**src/shared/spcbs_consts.svh**
```systemverilog
`ifndef SPCBS_CONSTS_SVH
`define SPCBS_CONSTS_SVH

// ****************************************
// Register byte addresses
// ****************************************
`define SPCBS_A_CTRL   5'h00
`define SPCBS_A_DATA   5'h04
`define SPCBS_A_PWR    5'h08
`define SPCBS_A_T2     5'h0c
`define SPCBS_A_BRG    5'h10
`define SPCBS_A_IST    5'h14
`define SPCBS_A_IMSK   5'h18
`define SPCBS_A_BIT    5'h1c

// ****************************************
// Field positions and reset values
// ****************************************
`define SPCBS_B_MODE_LO 7
`define SPCBS_B_MODE_HI 6
`define SPCBS_B_MPF     5
`define SPCBS_B_REN     4
`define SPCBS_B_TX9     3
`define SPCBS_B_RX9     2
`define SPCBS_B_TXF     1
`define SPCBS_B_RXF     0
`define SPCBS_B_DBL     7
`define SPCBS_B_T2TX    5
`define SPCBS_B_T2RX    4
`define SPCBS_B_BRGTX   3
`define SPCBS_B_BRGRX   2
`define SPCBS_I_TX      0
`define SPCBS_I_RX      1
`define SPCBS_REG_RST   8'h00

// ****************************************
// Timing counts
// ****************************************
`define SPCBS_PRE_LAST  4'hb
`define SPCBS_PRE_HALF  4'h6
`define SPCBS_OVS_LAST  4'hf
`define SPCBS_OVS_MID   4'h7
`define SPCBS_BITS_M0   4'h8
`define SPCBS_BITS_M0TX 4'h9
`define SPCBS_BITS_M1   4'ha
`define SPCBS_BITS_M9   4'hb
`define SPCBS_RX_BITS   4'h9
`define SPCBS_RX_BITS9  4'ha

`endif

```
**src/shared/spcbs_pkg.sv**
```systemverilog
package spcbs_pkg;

  // Serial mode, in the order of the two select bits
  typedef enum logic [1:0] {SPCBS_SHIFT, SPCBS_UART8, SPCBS_UART9F, SPCBS_UART9V} spcbs_mode_t;

  // Transmitter and receiver states
  typedef enum logic {SPCBS_TX_IDLE, SPCBS_TX_SEND} spcbs_tx_st_t;
  typedef enum logic [1:0] {SPCBS_RX_IDLE, SPCBS_RX_START, SPCBS_RX_DATA} spcbs_rx_st_t;

endpackage

```
**src/shared/spcbs_tick_if.sv**
```systemverilog
`timescale 1ns/1ps

// Rate tick and mode for one direction
interface spcbs_tick_if;
  logic                   tick;
  spcbs_pkg::spcbs_mode_t mode;
  modport src (output tick, output mode);
  modport dst (input tick, input mode);
endinterface // spcbs_tick_if

```
**src/hw/spcbs_tx.sv**
```systemverilog
`timescale 1ns/1ps
`include "spcbs_consts.svh"

module spcbs_tx (
  input  wire logic       i_sys_clk,
  input  wire logic       i_rst,
  input  wire logic       i_clk_en,
  spcbs_tick_if.dst       tk,
  input  wire logic       i_start,
  input  wire logic [7:0] i_data,
  input  wire logic       i_ninth,
  output logic            o_busy,
  output logic            o_line,
  output logic            o_done
);
  spcbs_pkg::spcbs_tx_st_t st_reg, st_next;
  logic [10:0]             sh_reg, sh_next;
  logic [3:0]              bits_reg, bits_next;
  logic [3:0]              sub_reg, sub_next;
  logic                    shift0;
  logic                    bit_end;

  assign shift0  = (tk.mode == spcbs_pkg::SPCBS_SHIFT);
  assign bit_end = (st_reg == spcbs_pkg::SPCBS_TX_SEND) & tk.tick & (shift0 | (sub_reg == `SPCBS_OVS_LAST));
  assign o_busy  = (st_reg == spcbs_pkg::SPCBS_TX_SEND);
  assign o_line  = sh_reg[0];
  // end of 8th bit or stop start
  assign o_done  = bit_end & (bits_reg == (shift0 ? 4'h1 : 4'h2));

  // Frame load and bit shifting
  always_comb begin
    st_next   = st_reg;
    sh_next   = sh_reg;
    bits_next = bits_reg;
    sub_next  = sub_reg;
    case (st_reg)
      spcbs_pkg::SPCBS_TX_IDLE: begin
        if (i_start) begin
          st_next  = spcbs_pkg::SPCBS_TX_SEND;
          sub_next = 4'h0;
          case (tk.mode)
            // Leading idle slot aligns the first bit to a tick
            spcbs_pkg::SPCBS_SHIFT: begin
              sh_next   = {2'h3, i_data, 1'b1};
              bits_next = `SPCBS_BITS_M0TX;
            end
            // start, data, stop
            spcbs_pkg::SPCBS_UART8: begin
              sh_next   = {2'h3, i_data, 1'b0};
              bits_next = `SPCBS_BITS_M1;
            end
            // ninth bit sent
            default: begin
              sh_next   = {1'b1, i_ninth, i_data, 1'b0};
              bits_next = `SPCBS_BITS_M9;
            end
          endcase
        end
      end
      spcbs_pkg::SPCBS_TX_SEND: begin
        if (bit_end) begin
          sh_next   = {1'b1, sh_reg[10:1]};
          bits_next = bits_reg - 4'h1;
          sub_next  = 4'h0;
          if (bits_reg == 4'h1) begin
            st_next = spcbs_pkg::SPCBS_TX_IDLE;
          end
        end else if (tk.tick) begin
          sub_next = sub_reg + 4'h1;
        end
      end
      default: st_next = spcbs_pkg::SPCBS_TX_IDLE;
    endcase
  end

  // State registers
  always_ff @(posedge i_sys_clk or posedge i_rst) begin
    if (i_rst) begin
      st_reg   <= spcbs_pkg::SPCBS_TX_IDLE;
      sh_reg   <= 11'h7ff;
      bits_reg <= 4'h0;
      sub_reg  <= 4'h0;
    end else if (i_clk_en) begin
      st_reg   <= st_next;
      sh_reg   <= sh_next;
      bits_reg <= bits_next;
      sub_reg  <= sub_next;
    end
  end
endmodule // spcbs_tx

```
**src/hw/spcbs_rx.sv**
```systemverilog
`timescale 1ns/1ps
`include "spcbs_consts.svh"

module spcbs_rx (
  input  wire logic       i_sys_clk,
  input  wire logic       i_rst,
  input  wire logic       i_clk_en,
  spcbs_tick_if.dst       tk,
  input  wire logic       i_go,
  input  wire logic       i_line,
  output logic            o_active,
  output logic [7:0]      o_data,
  output logic            o_ninth,
  output logic            o_done
);
  spcbs_pkg::spcbs_rx_st_t st_reg, st_next;
  logic [8:0]              sh_reg, sh_next;
  logic [3:0]              cnt_reg, cnt_next;
  logic [3:0]              sub_reg, sub_next;
  logic                    done_reg, done_next;
  logic                    shift0;
  logic                    stop9;
  logic                    bit_end;

  assign shift0   = (tk.mode == spcbs_pkg::SPCBS_SHIFT);
  assign stop9    = (tk.mode == spcbs_pkg::SPCBS_UART9F) | (tk.mode == spcbs_pkg::SPCBS_UART9V);
  assign bit_end  = tk.tick & (shift0 | (sub_reg == `SPCBS_OVS_LAST));
  assign o_active = (st_reg != spcbs_pkg::SPCBS_RX_IDLE);
  assign o_data   = shift0 ? sh_reg[8:1] : sh_reg[7:0];
  assign o_ninth  = sh_reg[8];
  assign o_done   = done_reg;

  // Start detection and bit sampling
  always_comb begin
    st_next   = st_reg;
    sh_next   = sh_reg;
    cnt_next  = cnt_reg;
    sub_next  = sub_reg;
    done_next = 1'b0;
    case (st_reg)
      // start only while allowed
      spcbs_pkg::SPCBS_RX_IDLE: begin
        if (i_go & tk.tick) begin
          sub_next = 4'h0;
          if (shift0) begin
            st_next  = spcbs_pkg::SPCBS_RX_DATA;
            cnt_next = `SPCBS_BITS_M0;
          end else if (!i_line) begin
            st_next = spcbs_pkg::SPCBS_RX_START;
          end
        end
      end
      spcbs_pkg::SPCBS_RX_START: begin
        if (tk.tick) begin
          sub_next = sub_reg + 4'h1;
          if (sub_reg == `SPCBS_OVS_MID) begin
            sub_next = 4'h0;
            cnt_next = stop9 ? `SPCBS_RX_BITS9 : `SPCBS_RX_BITS;
            st_next  = i_line ? spcbs_pkg::SPCBS_RX_IDLE : spcbs_pkg::SPCBS_RX_DATA;
          end
        end
      end
      // data then ninth or stop
      spcbs_pkg::SPCBS_RX_DATA: begin
        if (bit_end) begin
          // Stop bit of 9-bit frames awaited, not kept
          if (!(stop9 & (cnt_reg == 4'h1))) begin
            sh_next = {i_line, sh_reg[8:1]};
          end
          cnt_next = cnt_reg - 4'h1;
          sub_next = 4'h0;
          if (cnt_reg == 4'h1) begin
            st_next   = spcbs_pkg::SPCBS_RX_IDLE;
            done_next = 1'b1;
          end
        end else if (tk.tick) begin
          sub_next = sub_reg + 4'h1;
        end
      end
      default: st_next = spcbs_pkg::SPCBS_RX_IDLE;
    endcase
  end

  // State registers
  always_ff @(posedge i_sys_clk or posedge i_rst) begin
    if (i_rst) begin
      st_reg   <= spcbs_pkg::SPCBS_RX_IDLE;
      sh_reg   <= 9'h000;
      cnt_reg  <= 4'h0;
      sub_reg  <= 4'h0;
      done_reg <= 1'b0;
    end else if (i_clk_en) begin
      st_reg   <= st_next;
      sh_reg   <= sh_next;
      cnt_reg  <= cnt_next;
      sub_reg  <= sub_next;
      done_reg <= done_next;
    end
  end
endmodule // spcbs_rx

```
**src/hw/spcbs_top.sv**
```systemverilog
// The implementer's own choices: the Avalon-MM register port and the placing of the registers.
`timescale 1ns/1ps
`include "spcbs_consts.svh"

// Operation
// Select bits 00,01,10,11 give shift, 8-bit, 9-bit fixed, 9-bit variable modes.
// 8-bit mode frame: start 0, eight data LSB first, stop 1; stop kept.
// 9-bit modes add programmable ninth bit; receiver keeps ninth, ignores stop.
// Asynchronous reception starts on a start bit only while reception allowed.
// Multiprocessor filter bit enables address filtering in 9-bit modes.
// Transmitter sends the stored ninth bit value in 9-bit modes.
// Receive ninth field loads the received ninth bit; unused in shift mode.
// Transmit flag sets after 8th bit in shift mode, else at stop start.
// Receive flag sets after 8th bit in shift mode; software clears it.
// Serial control resets to zero and each bit is writable alone.
// Shift mode rate is fixed, independent of timers and rate generator.
// Fixed 9-bit mode runs at clock/64, or clock/32 with doubling.
// Variable modes default to timer 1 overflow as rate source.
// Transmit and receive may use different timers, so rates differ.
// Transmit source: rate generator, else timer 2, else timer 1.
// Receive source: rate generator, else timer 2, else timer 1.

module spcbs_top (
  input  wire logic        i_sys_clk,
  input  wire logic        i_rst,
  input  wire logic        i_clk_en,
  input  wire logic [4:0]  i_avs_address,
  input  wire logic        i_avs_read,
  input  wire logic        i_avs_write,
  input  wire logic [31:0] i_avs_writedata,
  output logic      [31:0] o_avs_readdata,
  output logic             o_avs_waitrequest,
  input  wire logic        i_t1_ovf,
  input  wire logic        i_t2_ovf,
  input  wire logic        i_brg_ovf,
  input  wire logic        i_rxd,
  output logic             o_rxd,
  output logic             o_rxd_oe_n,
  output logic             o_txd,
  output logic             o_irq
);

  // ****************************************
  // Declarations
  // ****************************************
  logic [7:0]             ctrl_reg, ctrl_next;
  logic [7:0]             pwr_reg, pwr_next;
  logic [7:0]             t2_reg, t2_next;
  logic [7:0]             brg_reg, brg_next;
  logic [7:0]             rxbuf_reg, rxbuf_next;
  logic [1:0]             ist_reg, ist_next;
  logic [1:0]             imsk_reg, imsk_next;
  logic                   irq_reg, irq_next;
  logic                   wait_reg, wait_next;
  logic [31:0]            rdata_reg, rdata_next;
  logic [3:0]             pre_reg, pre_next;
  logic                   txtk_reg, txtk_next;
  logic                   rxtk_reg, rxtk_next;
  logic                   txd_reg, txd_next;
  logic                   rxo_reg, rxo_next;
  logic                   oe_n_reg, oe_n_next;
  logic                   m0_sync_reg, m0_sync_next;
  spcbs_pkg::spcbs_mode_t mode;
  logic                   req;
  logic                   wr;
  logic                   rd;
  logic                   tx_start;
  logic                   tx_busy;
  logic                   tx_line;
  logic                   tx_done;
  logic                   rx_go;
  logic                   rx_active;
  logic [7:0]             rx_data;
  logic                   rx_ninth;
  logic                   rx_done;
  logic                   rx_ok;
  logic                   m0_tk;
  logic                   m2_tk;

  spcbs_tick_if tx_tk ();
  spcbs_tick_if rx_tk ();

  // ****************************************
  // Decode helpers
  // ****************************************

  // Address match against a register offset
  function automatic logic hit(input logic [4:0] a, input logic [4:0] off);
    return a == off;
  endfunction

  // Rate source pick for one direction
  function automatic logic pick(input logic brg_sel, input logic t2_sel,
                                input logic brg, input logic t2, input logic t1);
    return brg_sel ? brg : (t2_sel ? t2 : t1);
  endfunction

  // mode from the two select bits
  assign mode = spcbs_pkg::spcbs_mode_t'({ctrl_reg[`SPCBS_B_MODE_LO], ctrl_reg[`SPCBS_B_MODE_HI]});

  // Bus request qualifiers
  assign req      = i_avs_read | i_avs_write;
  assign wr       = i_avs_write & ~wait_reg;
  assign rd       = i_avs_read & ~wait_reg;
  assign tx_start = wr & hit(i_avs_address, `SPCBS_A_DATA) & ~tx_busy;

  // shift mode receive waits for clear flag
  assign rx_go = ctrl_reg[`SPCBS_B_REN] & ((mode != spcbs_pkg::SPCBS_SHIFT) | ~ctrl_reg[`SPCBS_B_RXF]);

  // filter drops frames with ninth bit low
  assign rx_ok = rx_done & ~ctrl_reg[`SPCBS_B_RXF]
               & ((mode == spcbs_pkg::SPCBS_SHIFT) | ~ctrl_reg[`SPCBS_B_MPF] | rx_ninth);

  // ****************************************
  // Transmitter and receiver
  // ****************************************
  assign tx_tk.tick = txtk_reg;
  assign tx_tk.mode = mode;
  assign rx_tk.tick = rxtk_reg;
  assign rx_tk.mode = mode;

  spcbs_tx i_spcbs_tx (
    .i_sys_clk (i_sys_clk),
    .i_rst     (i_rst),
    .i_clk_en  (i_clk_en),
    .tk        (tx_tk),
    .i_start   (tx_start),
    .i_data    (i_avs_writedata[7:0]),
    .i_ninth   (ctrl_reg[`SPCBS_B_TX9]),
    .o_busy    (tx_busy),
    .o_line    (tx_line),
    .o_done    (tx_done)
  );

  spcbs_rx i_spcbs_rx (
    .i_sys_clk (i_sys_clk),
    .i_rst     (i_rst),
    .i_clk_en  (i_clk_en),
    .tk        (rx_tk),
    .i_go      (rx_go),
    .i_line    (i_rxd),
    .o_active  (rx_active),
    .o_data    (rx_data),
    .o_ninth   (rx_ninth),
    .o_done    (rx_done)
  );

  // ****************************************
  // Bus slave
  // ****************************************

  // Wait one cycle, then answer
  always_comb begin
    wait_next  = ~(req & wait_reg);
    rdata_next = rdata_reg;
    if (i_avs_read & wait_reg) begin
      rdata_next = 32'h0000_0000;
      case (i_avs_address)
        `SPCBS_A_CTRL: rdata_next[7:0] = ctrl_reg;
        `SPCBS_A_DATA: rdata_next[7:0] = rxbuf_reg;
        `SPCBS_A_PWR:  rdata_next[7:0] = pwr_reg;
        `SPCBS_A_T2:   rdata_next[7:0] = t2_reg;
        `SPCBS_A_BRG:  rdata_next[7:0] = brg_reg;
        `SPCBS_A_IST:  rdata_next[1:0] = ist_reg;
        `SPCBS_A_IMSK: rdata_next[1:0] = imsk_reg;
        default:       rdata_next = 32'h0000_0000;
      endcase
    end
  end

  // Bus registers
  always_ff @(posedge i_sys_clk or posedge i_rst) begin
    if (i_rst) begin
      wait_reg  <= 1'b1;
      rdata_reg <= 32'h0000_0000;
    end else if (i_clk_en) begin
      wait_reg  <= wait_next;
      rdata_reg <= rdata_next;
    end
  end

  // ****************************************
  // Control, status and interrupt
  // ****************************************

  // Register writes, hardware sets last
  always_comb begin
    ctrl_next  = ctrl_reg;
    pwr_next   = pwr_reg;
    t2_next    = t2_reg;
    brg_next   = brg_reg;
    rxbuf_next = rxbuf_reg;
    ist_next   = ist_reg;
    imsk_next  = imsk_reg;
    if (wr & hit(i_avs_address, `SPCBS_A_CTRL)) begin
      ctrl_next = i_avs_writedata[7:0];
    end
    // single bit write
    if (wr & hit(i_avs_address, `SPCBS_A_BIT)) begin
      ctrl_next[i_avs_writedata[2:0]] = i_avs_writedata[3];
    end
    if (wr & hit(i_avs_address, `SPCBS_A_PWR)) begin
      pwr_next = i_avs_writedata[7:0];
    end
    if (wr & hit(i_avs_address, `SPCBS_A_T2)) begin
      t2_next = i_avs_writedata[7:0];
    end
    if (wr & hit(i_avs_address, `SPCBS_A_BRG)) begin
      brg_next = i_avs_writedata[7:0];
    end
    if (wr & hit(i_avs_address, `SPCBS_A_IMSK)) begin
      imsk_next = i_avs_writedata[1:0];
    end
    // Status read clears only the bits it returned
    if (rd & hit(i_avs_address, `SPCBS_A_IST)) begin
      ist_next = ist_reg & ~rdata_reg[1:0];
    end
    // transmit flag set
    if (tx_done) begin
      ctrl_next[`SPCBS_B_TXF] = 1'b1;
      ist_next[`SPCBS_I_TX]   = 1'b1;
    end
    // receive flag set
    if (rx_ok) begin
      ctrl_next[`SPCBS_B_RXF] = 1'b1;
      ist_next[`SPCBS_I_RX]   = 1'b1;
      rxbuf_next              = rx_data;
      // ninth bit stored
      if (mode != spcbs_pkg::SPCBS_SHIFT) begin
        ctrl_next[`SPCBS_B_RX9] = rx_ninth;
      end
    end
    irq_next = |(ist_next & imsk_next);
  end

  // control clears on reset
  always_ff @(posedge i_sys_clk or posedge i_rst) begin
    if (i_rst) begin
      ctrl_reg  <= `SPCBS_REG_RST;
      pwr_reg   <= `SPCBS_REG_RST;
      t2_reg    <= `SPCBS_REG_RST;
      brg_reg   <= `SPCBS_REG_RST;
      rxbuf_reg <= `SPCBS_REG_RST;
      ist_reg   <= 2'h0;
      imsk_reg  <= 2'h0;
      irq_reg   <= 1'b0;
    end else if (i_clk_en) begin
      ctrl_reg  <= ctrl_next;
      pwr_reg   <= pwr_next;
      t2_reg    <= t2_next;
      brg_reg   <= brg_next;
      rxbuf_reg <= rxbuf_next;
      ist_reg   <= ist_next;
      imsk_reg  <= imsk_next;
      irq_reg   <= irq_next;
    end
  end

  // ****************************************
  // Rate ticks and pins
  // ****************************************

  // fixed divide by 12 for shift mode
  assign m0_tk = (pre_reg == `SPCBS_PRE_LAST);
  // 16 ticks per bit: /4 or /2
  assign m2_tk = pwr_reg[`SPCBS_B_DBL] ? pre_reg[0] : (pre_reg[1:0] == 2'h3);

  // Tick selection and line drive
  always_comb begin
    pre_next = m0_tk ? 4'h0 : pre_reg + 4'h1;
    case (mode)
      spcbs_pkg::SPCBS_SHIFT: begin
        txtk_next = m0_tk;
        rxtk_next = m0_tk;
      end
      spcbs_pkg::SPCBS_UART9F: begin
        txtk_next = m2_tk;
        rxtk_next = m2_tk;
      end
      // per direction source choice
      default: begin
        // transmit source
        txtk_next = pick(brg_reg[`SPCBS_B_BRGTX], t2_reg[`SPCBS_B_T2TX], i_brg_ovf, i_t2_ovf, i_t1_ovf);
        // receive source
        rxtk_next = pick(brg_reg[`SPCBS_B_BRGRX], t2_reg[`SPCBS_B_T2RX], i_brg_ovf, i_t2_ovf, i_t1_ovf);
      end
    endcase
    if (mode == spcbs_pkg::SPCBS_SHIFT) begin
      // Shift clock low six clocks per bit, once tick aligned
      txd_next  = ~((tx_busy & m0_sync_reg) | rx_active) | (pre_reg == 4'h0) | (pre_reg > `SPCBS_PRE_HALF);
      oe_n_next = ~tx_busy;
    end else begin
      txd_next  = tx_line;
      oe_n_next = 1'b1;
    end
    rxo_next = tx_line;
    // Transmit framed from its first tick on
    m0_sync_next = tx_busy & (m0_sync_reg | txtk_reg);
  end

  // Tick and pin registers
  always_ff @(posedge i_sys_clk or posedge i_rst) begin
    if (i_rst) begin
      pre_reg  <= 4'h0;
      txtk_reg <= 1'b0;
      rxtk_reg <= 1'b0;
      txd_reg  <= 1'b1;
      rxo_reg  <= 1'b1;
      oe_n_reg <= 1'b1;
      m0_sync_reg <= 1'b0;
    end else if (i_clk_en) begin
      pre_reg  <= pre_next;
      txtk_reg <= txtk_next;
      rxtk_reg <= rxtk_next;
      txd_reg  <= txd_next;
      rxo_reg  <= rxo_next;
      oe_n_reg <= oe_n_next;
      m0_sync_reg <= m0_sync_next;
    end
  end

  // Outputs straight from flops
  assign o_avs_readdata    = rdata_reg;
  assign o_avs_waitrequest = wait_reg;
  assign o_irq             = irq_reg;
  assign o_txd             = txd_reg;
  assign o_rxd             = rxo_reg;
  assign o_rxd_oe_n        = oe_n_reg;

endmodule // spcbs_top

```
**config.mk**
```make
export PLATFORM = sky130hd
export DESIGN_NAME = spcbs_top
export DESIGN_NICKNAME = d
export VERILOG_FILES = /design/src/shared/spcbs_pkg.sv /design/src/shared/spcbs_tick_if.sv /design/src/hw/spcbs_tx.sv /design/src/hw/spcbs_rx.sv /design/src/hw/spcbs_top.sv
export VERILOG_INCLUDE_DIRS = /design/src /design/src/shared
export SDC_FILE = /design/constraint.sdc
export NUM_CORES = 1
export LEC_CHECK = 0
export BUFFER_PORTS_ARGS = -buffer_cell sky130_fd_sc_hd__buf_2
export CAP_MARGIN = 0
export CORE_MARGIN = 2
export CORE_UTILIZATION = 24
export DETAILED_ROUTE_END_ITERATION = 8
export GPL_ROUTABILITY_DRIVEN = 0
export PLACE_DENSITY = 0.41
export SYNTH_ARGS = -nofsm -noshare
export SYNTH_HDL_FRONTEND = slang
export SYNTH_SLANG_ARGS = --single-unit
export TNS_END_PERCENT = 50
```
**constraint.sdc**
```tcl
create_clock -name i_sys_clk -period 3 [get_ports i_sys_clk]
set_input_delay 0.45 -clock i_sys_clk [delete_from_list [all_inputs] [get_ports i_sys_clk]]
set_output_delay 0.45 -clock i_sys_clk [all_outputs]
set_load 0.1 [all_outputs]
```
# [After elaboration in Yosys (flattened, before gate mapping)]
# Index checks and enable logic that the tools add are counted.
[word_totals] in_bits=46 out_inout_bits=37 mem_bits_rw=0 latchBits=0 mem_count=0 rom_bits=0 reg_bits=104
[classes] eq_ne=31 add_sub_neg=5 multipliers=0 n_lt_le_gt_ge=3 n_reduce_logical=20 bitwise_logic=45 n_shift=0 n_mux=68 div=0
[ops] cell="$mux 4" n=16
[ops] cell="$pmux 6 s5" n=1
[ops] cell="$and 1x1->1" n=24
[ops] cell="$mux 2" n=12
[ops] cell="$mux 8" n=3
[ops] cell="$pmux 4 s3" n=2
[ops] cell="$mux 11" n=2
[ops] cell="$pmux 11 s2" n=1
[ops] cell="$eq 5x5->1 const B" n=4
[ops] cell="$mux 1" n=20
[ops] cell="$pmux 10 s2" n=1
[ops] cell="$pmux 4 s2" n=2
[ops] cell="$pmux 2 s7" n=1
[ops] cell="$reduce_and 7->1" n=2
[ops] cell="$add 4x1->4 const B" n=3
[ops] cell="$eq 4x4->1 const B" n=3
[ops] cell="$ne 2x1->1 const B" n=6
[ops] cell="$or 1x1->1" n=11
[ops] cell="$eq 5x4->1 const B" n=2
[ops] cell="$reduce_and 2->1" n=5
[ops] cell="$bwmux 8" n=1
[ops] cell="$eq 2x2->1 const B" n=4
[ops] cell="$eq 4x1->1 const B" n=2
[ops] cell="$sub 4x1->4 const B" n=2
[ops] cell="other kinds (27)" n=42

# [Depth between registers and ports, before layout]
[logic_depth] word_depth=8 mapped_depth=7

# [Cells and area by module]
# Synthesis repeated with hierarchy kept, for this count alone.
[hier_totals] cells_unflattened=557 hier_area_um2=6080.8
[modules_own_cells] mod="spcbs_top" area_per_inst_um2=3619.7 n_inst=1 cells_each=339
[modules_own_cells] mod="spcbs_rx" area_per_inst_um2=1307.5 n_inst=1 cells_each=120
[modules_own_cells] mod="spcbs_tx" area_per_inst_um2=1153.6 n_inst=1 cells_each=98

# [Worst setup path before layout]
# No wires, ideal clock.
[synth_path] kind="register -> register" from="register wait_reg, in the netlist o_avs_waitrequest" to="register rdata_reg[2], in the netlist o_avs_readdata[2]" setup_slack_ps=717 setup_time_ps=83 arrival_ps=2200 synth_period_minus_slack_ps=2283 path_buffers=1 stages_incl_launch_ff=5 t_required_ps=2917 path_cell_list="dfstp_2 clkbuf_1 nand3_1 or4b_2 o21ai_0"
[synth_between] elab_chain_cells=2
[synth_lines] element="start: declaration" line="spcbs_top.sv:54" text="logic wait_reg, wait_next;"
[synth_lines] element="start signal: assignment" line="spcbs_top.sv:177" text="wait_reg <= wait_next;"
[synth_lines] element="$and 1x1->1" line="spcbs_top.sv:156" text="if (i_avs_read & wait_reg) begin"
[synth_lines] element="$reduce_and 2->1 (no line)"
[synth_lines] element="end signal: assignment" line="spcbs_top.sv:178" text="rdata_reg <= rdata_next;"
[synth_lines] element="end: declaration" line="spcbs_top.sv:55" text="logic [31:0] rdata_reg, rdata_next;"
# Every way passes these cells.
# A chain may end at the register's enable or synchronous reset.

# [Worst setup path after layout]
[layout_path] from="register ctrl_reg[6]" to="register rxbuf_reg[1]"
[layout_between] elab_chain_cells=5 word_cells_on_any_way=6
[layout_lines] element="start: declaration" line="spcbs_top.sv:46" text="logic [7:0] ctrl_reg, ctrl_next;"
[layout_lines] element="start signal: assignment" line="spcbs_top.sv:239" text="ctrl_reg <= `SPCBS_REG_RST;"
[layout_lines] element="start signal: assignment" line="spcbs_top.sv:248" text="ctrl_reg <= ctrl_next;"
[layout_lines] element="$logic_not 2->1 *" line="spcbs_rx.sv:25, spcbs_top.sv:112"
[layout_lines] element="$or 1x1->1 (2 in series)" line="spcbs_top.sv:112" text="& ((mode == spcbs_pkg::SPCBS_SHIFT) | ~ctrl_reg[`SPCBS_B_MPF] | rx_ninth);"
[layout_lines] element="$and 1x1->1" line="spcbs_top.sv:111" text="assign rx_ok = rx_done & ~ctrl_reg[`SPCBS_B_RXF]"
[layout_lines] element="$reduce_and 2->1 (no line)"
[layout_lines] element="end signal: assignment" line="spcbs_top.sv:243" text="rxbuf_reg <= `SPCBS_REG_RST;"
[layout_lines] element="end signal: assignment" line="spcbs_top.sv:252" text="rxbuf_reg <= rxbuf_next;"
[layout_lines] element="end: declaration" line="spcbs_top.sv:50" text="logic [7:0] rxbuf_reg, rxbuf_next;"
# Mark *: on every way between the ends. The rest lies on a longest branch, timed or not.

==> flow_summary.json <==
{
  "critical_path_class": "register to register",
  "cts_tree": "built",
  "yosysWarnings": 0,
  "drtIter0Drc": 196,
  "start_kind": "register",
  "cp.required_ns": 3.21,
  "synthFlopType": "dfrtp_1",
  "coreArea_mm2": 0.0235,
  "max_slew_margin": 0.439,
  "antenna_found_initial": 0,
  "fin_crit_sh": 0.749,
  "cts-resized-gates": 0,
  "synth_edf_count": 0,
  "p_per_area_mw_per_mm2": 721,
  "dpl.hpwl_um": 10900,
  "ctsHtreeMaxLevel": 3,
  "n_antenna_cell": 0,
  "crit_path_end_kind": "register",
  "synth-async-reset-ratio": 1.00,
  "hold_viol": 0,
  "grt_setup_unrepaired": "no",
  "cts_buffers": 9,
  "clk_latency_ns": 0.35,
  "worst_pin_slew_ns": 0.839,
  "die_x_um": 159,
  "postRouteAntennaNets": 0,
  "io_pins": 83,
  "drive_above_1_share": 0.233,
  "area_delta_synth_final_pct": 13.4,
  "cts_sinks": 103,
  "clkTransAtPathRegs_ns": 0.07,
  "grt_usage": 0.121,
  "die_h_um": 159,
  "finalPower_mw": 4.71,
  "outcome": "finished, final reports clean",
  "cp_max_fo": 17,
  "syn_avg_cell_area_um2": 10.1,
  "ir_drop_mv": 0.361,
  "setup_violations": 0,
  "clk_path_buf_depth": 2,
  "yosysSeqAreaShare": 0.450,
  "synth_cell_type_count": 67,
  "postCtsSetupBuffers": 0,
  "final_nets": 658,
  "clock.fmax_mhz": 445,
  "grt_pass1_wl_um": 24100,
  "root_buffer": "clkbuf_16",
  "fin_crit_ns": 2.25,
  "pre_cts_slack_ns": 0.568,
  "syn_area_mm2": 0.00576,
  "ys_ff_latch": 103,
  "vias": 4254,
  "skew_ns": 0.00806,
  "drc": 0,
  "finalSetupTns_ns": 0,
  "slew_viol_final": 0,
  "wire_per_inst_um": 16.2,
  "grt_max_degree": 46,
  "io_buffers": 34,
  "grt_pass1_vias": 4136,
  "via_per_inst": 4.61,
  "startpoint": "ctrl_reg[6]",
  "firstDrtPassIters": 4,
  "overflow": 0,
  "hold_slack_ns": 0.256,
  "hp-class": "input pin to asynchronous set/reset pin",
  "syn_inst": 571,
  "wirelength_um": 14900,
  "postCtsHoldBufs": 0,
  "arrival_ns": 2.46,
  "largest_register_ffs": 10,
  "rows": 56,
  "r2r_start": "ctrl_reg[6]",
  "leakage_nw": 2.88,
  "cap_viol_max_count": 0,
  "die_area_mm2": 0.0253,
  "start_util": 0.245,
  "fin_ws_ns": 0.752
}
[worst max-delay path, stage by stage, from the launching register on]
cell and delay (ns):
dfrtp_1 0.50, or2_2 0.49, a311oi_2 0.47, nand2_1 0.38, nand2_1 0.16, o21ai_0 0.10
[worst paths after layout]
path                                               to  depth (start not counted)  slack, ns
max in group asynchronous        i_spcbs_tx.sh_reg[5]                          3       2.02
worst max-delay path                     rxbuf_reg[1]                          5       0.75
worst min register to register   i_spcbs_tx.sh_reg[9]                          2       0.47
min in group i_sys_clk              o_avs_waitrequest                          3       0.39
worst max register to register           rxbuf_reg[1]                          5       0.75
worst min-delay path            i_spcbs_rx.cnt_reg[3]                          2       0.26
[per-layer routing]
| layer | up-vias | wire length, µm | track usage |
|---|---|---|---|
| met5 | - | 0 | 0 |
| met4 | 0 | 281 | 0.0318 |
| met3 | 15 | 617 | 0.0294 |
| met2 | 81 | 6840 | 0.190 |
| met1 | 2110 | 7180 | 0.166 |
| li1 | 2048 | - | - |
[placed cells by master, fill, tap and decap left out, types with 7 or more instances in the layout]
master,instances
a21oi_1,22
a31oi_1,8
buf_2,34
buf_4,8
clkbuf_16,9
conb_1,24
dfrtp_1,89
dfstp_2,14
ha_1,13
inv_1,22
mux2_2,47
mux2i_1,30
nand2_1,71
nand3_1,10
nor2_1,15
nor2b_1,7
nor3_1,7
o21ai_0,65
[cells in the mapped netlist, types with 8 or more instances]
master	number	area (µm²)
a21oi_1	22	110
a31oi_1	8	50.1
buf_2	8	40.0
buf_4	26	195
clkbuf_1	14	52.6
dfrtp_1	89	2230
dfstp_2	14	368
ha_1	13	163
inv_1	23	86.3
mux2_2	47	529
mux2i_1	30	300
nand2_1	71	267
nand3_1	10	50.1
nor2_1	15	56.3
o21ai_0	65	325
[kinds of logic after synthesis]
kind of cell             after synthesis  share of synthesized area
AND/OR/NAND/NOR                      160                      0.154
buffers and inverters                 73                     0.0662
flip-flops                           103                      0.450
multiplexers                          79                      0.152
other                                  1                   0.000651
adder cells (fa/ha/maj)               13                     0.0282
AO/OA/AOI/OAI                        140                      0.146
XOR/XNOR                               2                    0.00304
[where the power goes]
group          total, mW  switching, mW  internal (mW)
sequential          1.96          0.251           1.71
clock               1.23          0.554          0.675
combinational       1.52          0.998          0.522
[per-stage QoR]
| stage | cells | util | instance area (µm²) |
|---|---|---|---|
| after floorplan | 594 | - | 5850 |
| after global placement | 907 | 0.264 | 6230 |
| after detailed placement | 907 | 0.264 | 6230 |
| after CTS | 923 | 0.277 | 6530 |
| after global routing | 923 | 0.277 | 6530 |
| final | 923 | 0.277 | 6530 |
[layout make-up]
cell class | instances | area, µm²
Fill cell | 2487 | 17000
Multi-Input combinational cell | 418 | 2870
Sequential cell | 103 | 2590
Tap cell | 319 | 399
Timing Repair Buffer | 44 | 270
Clock buffer | 10 | 239
Inverter | 23 | 90.1
Clock inverter | 6 | 66.3
(Power assumes the default switching activity.)
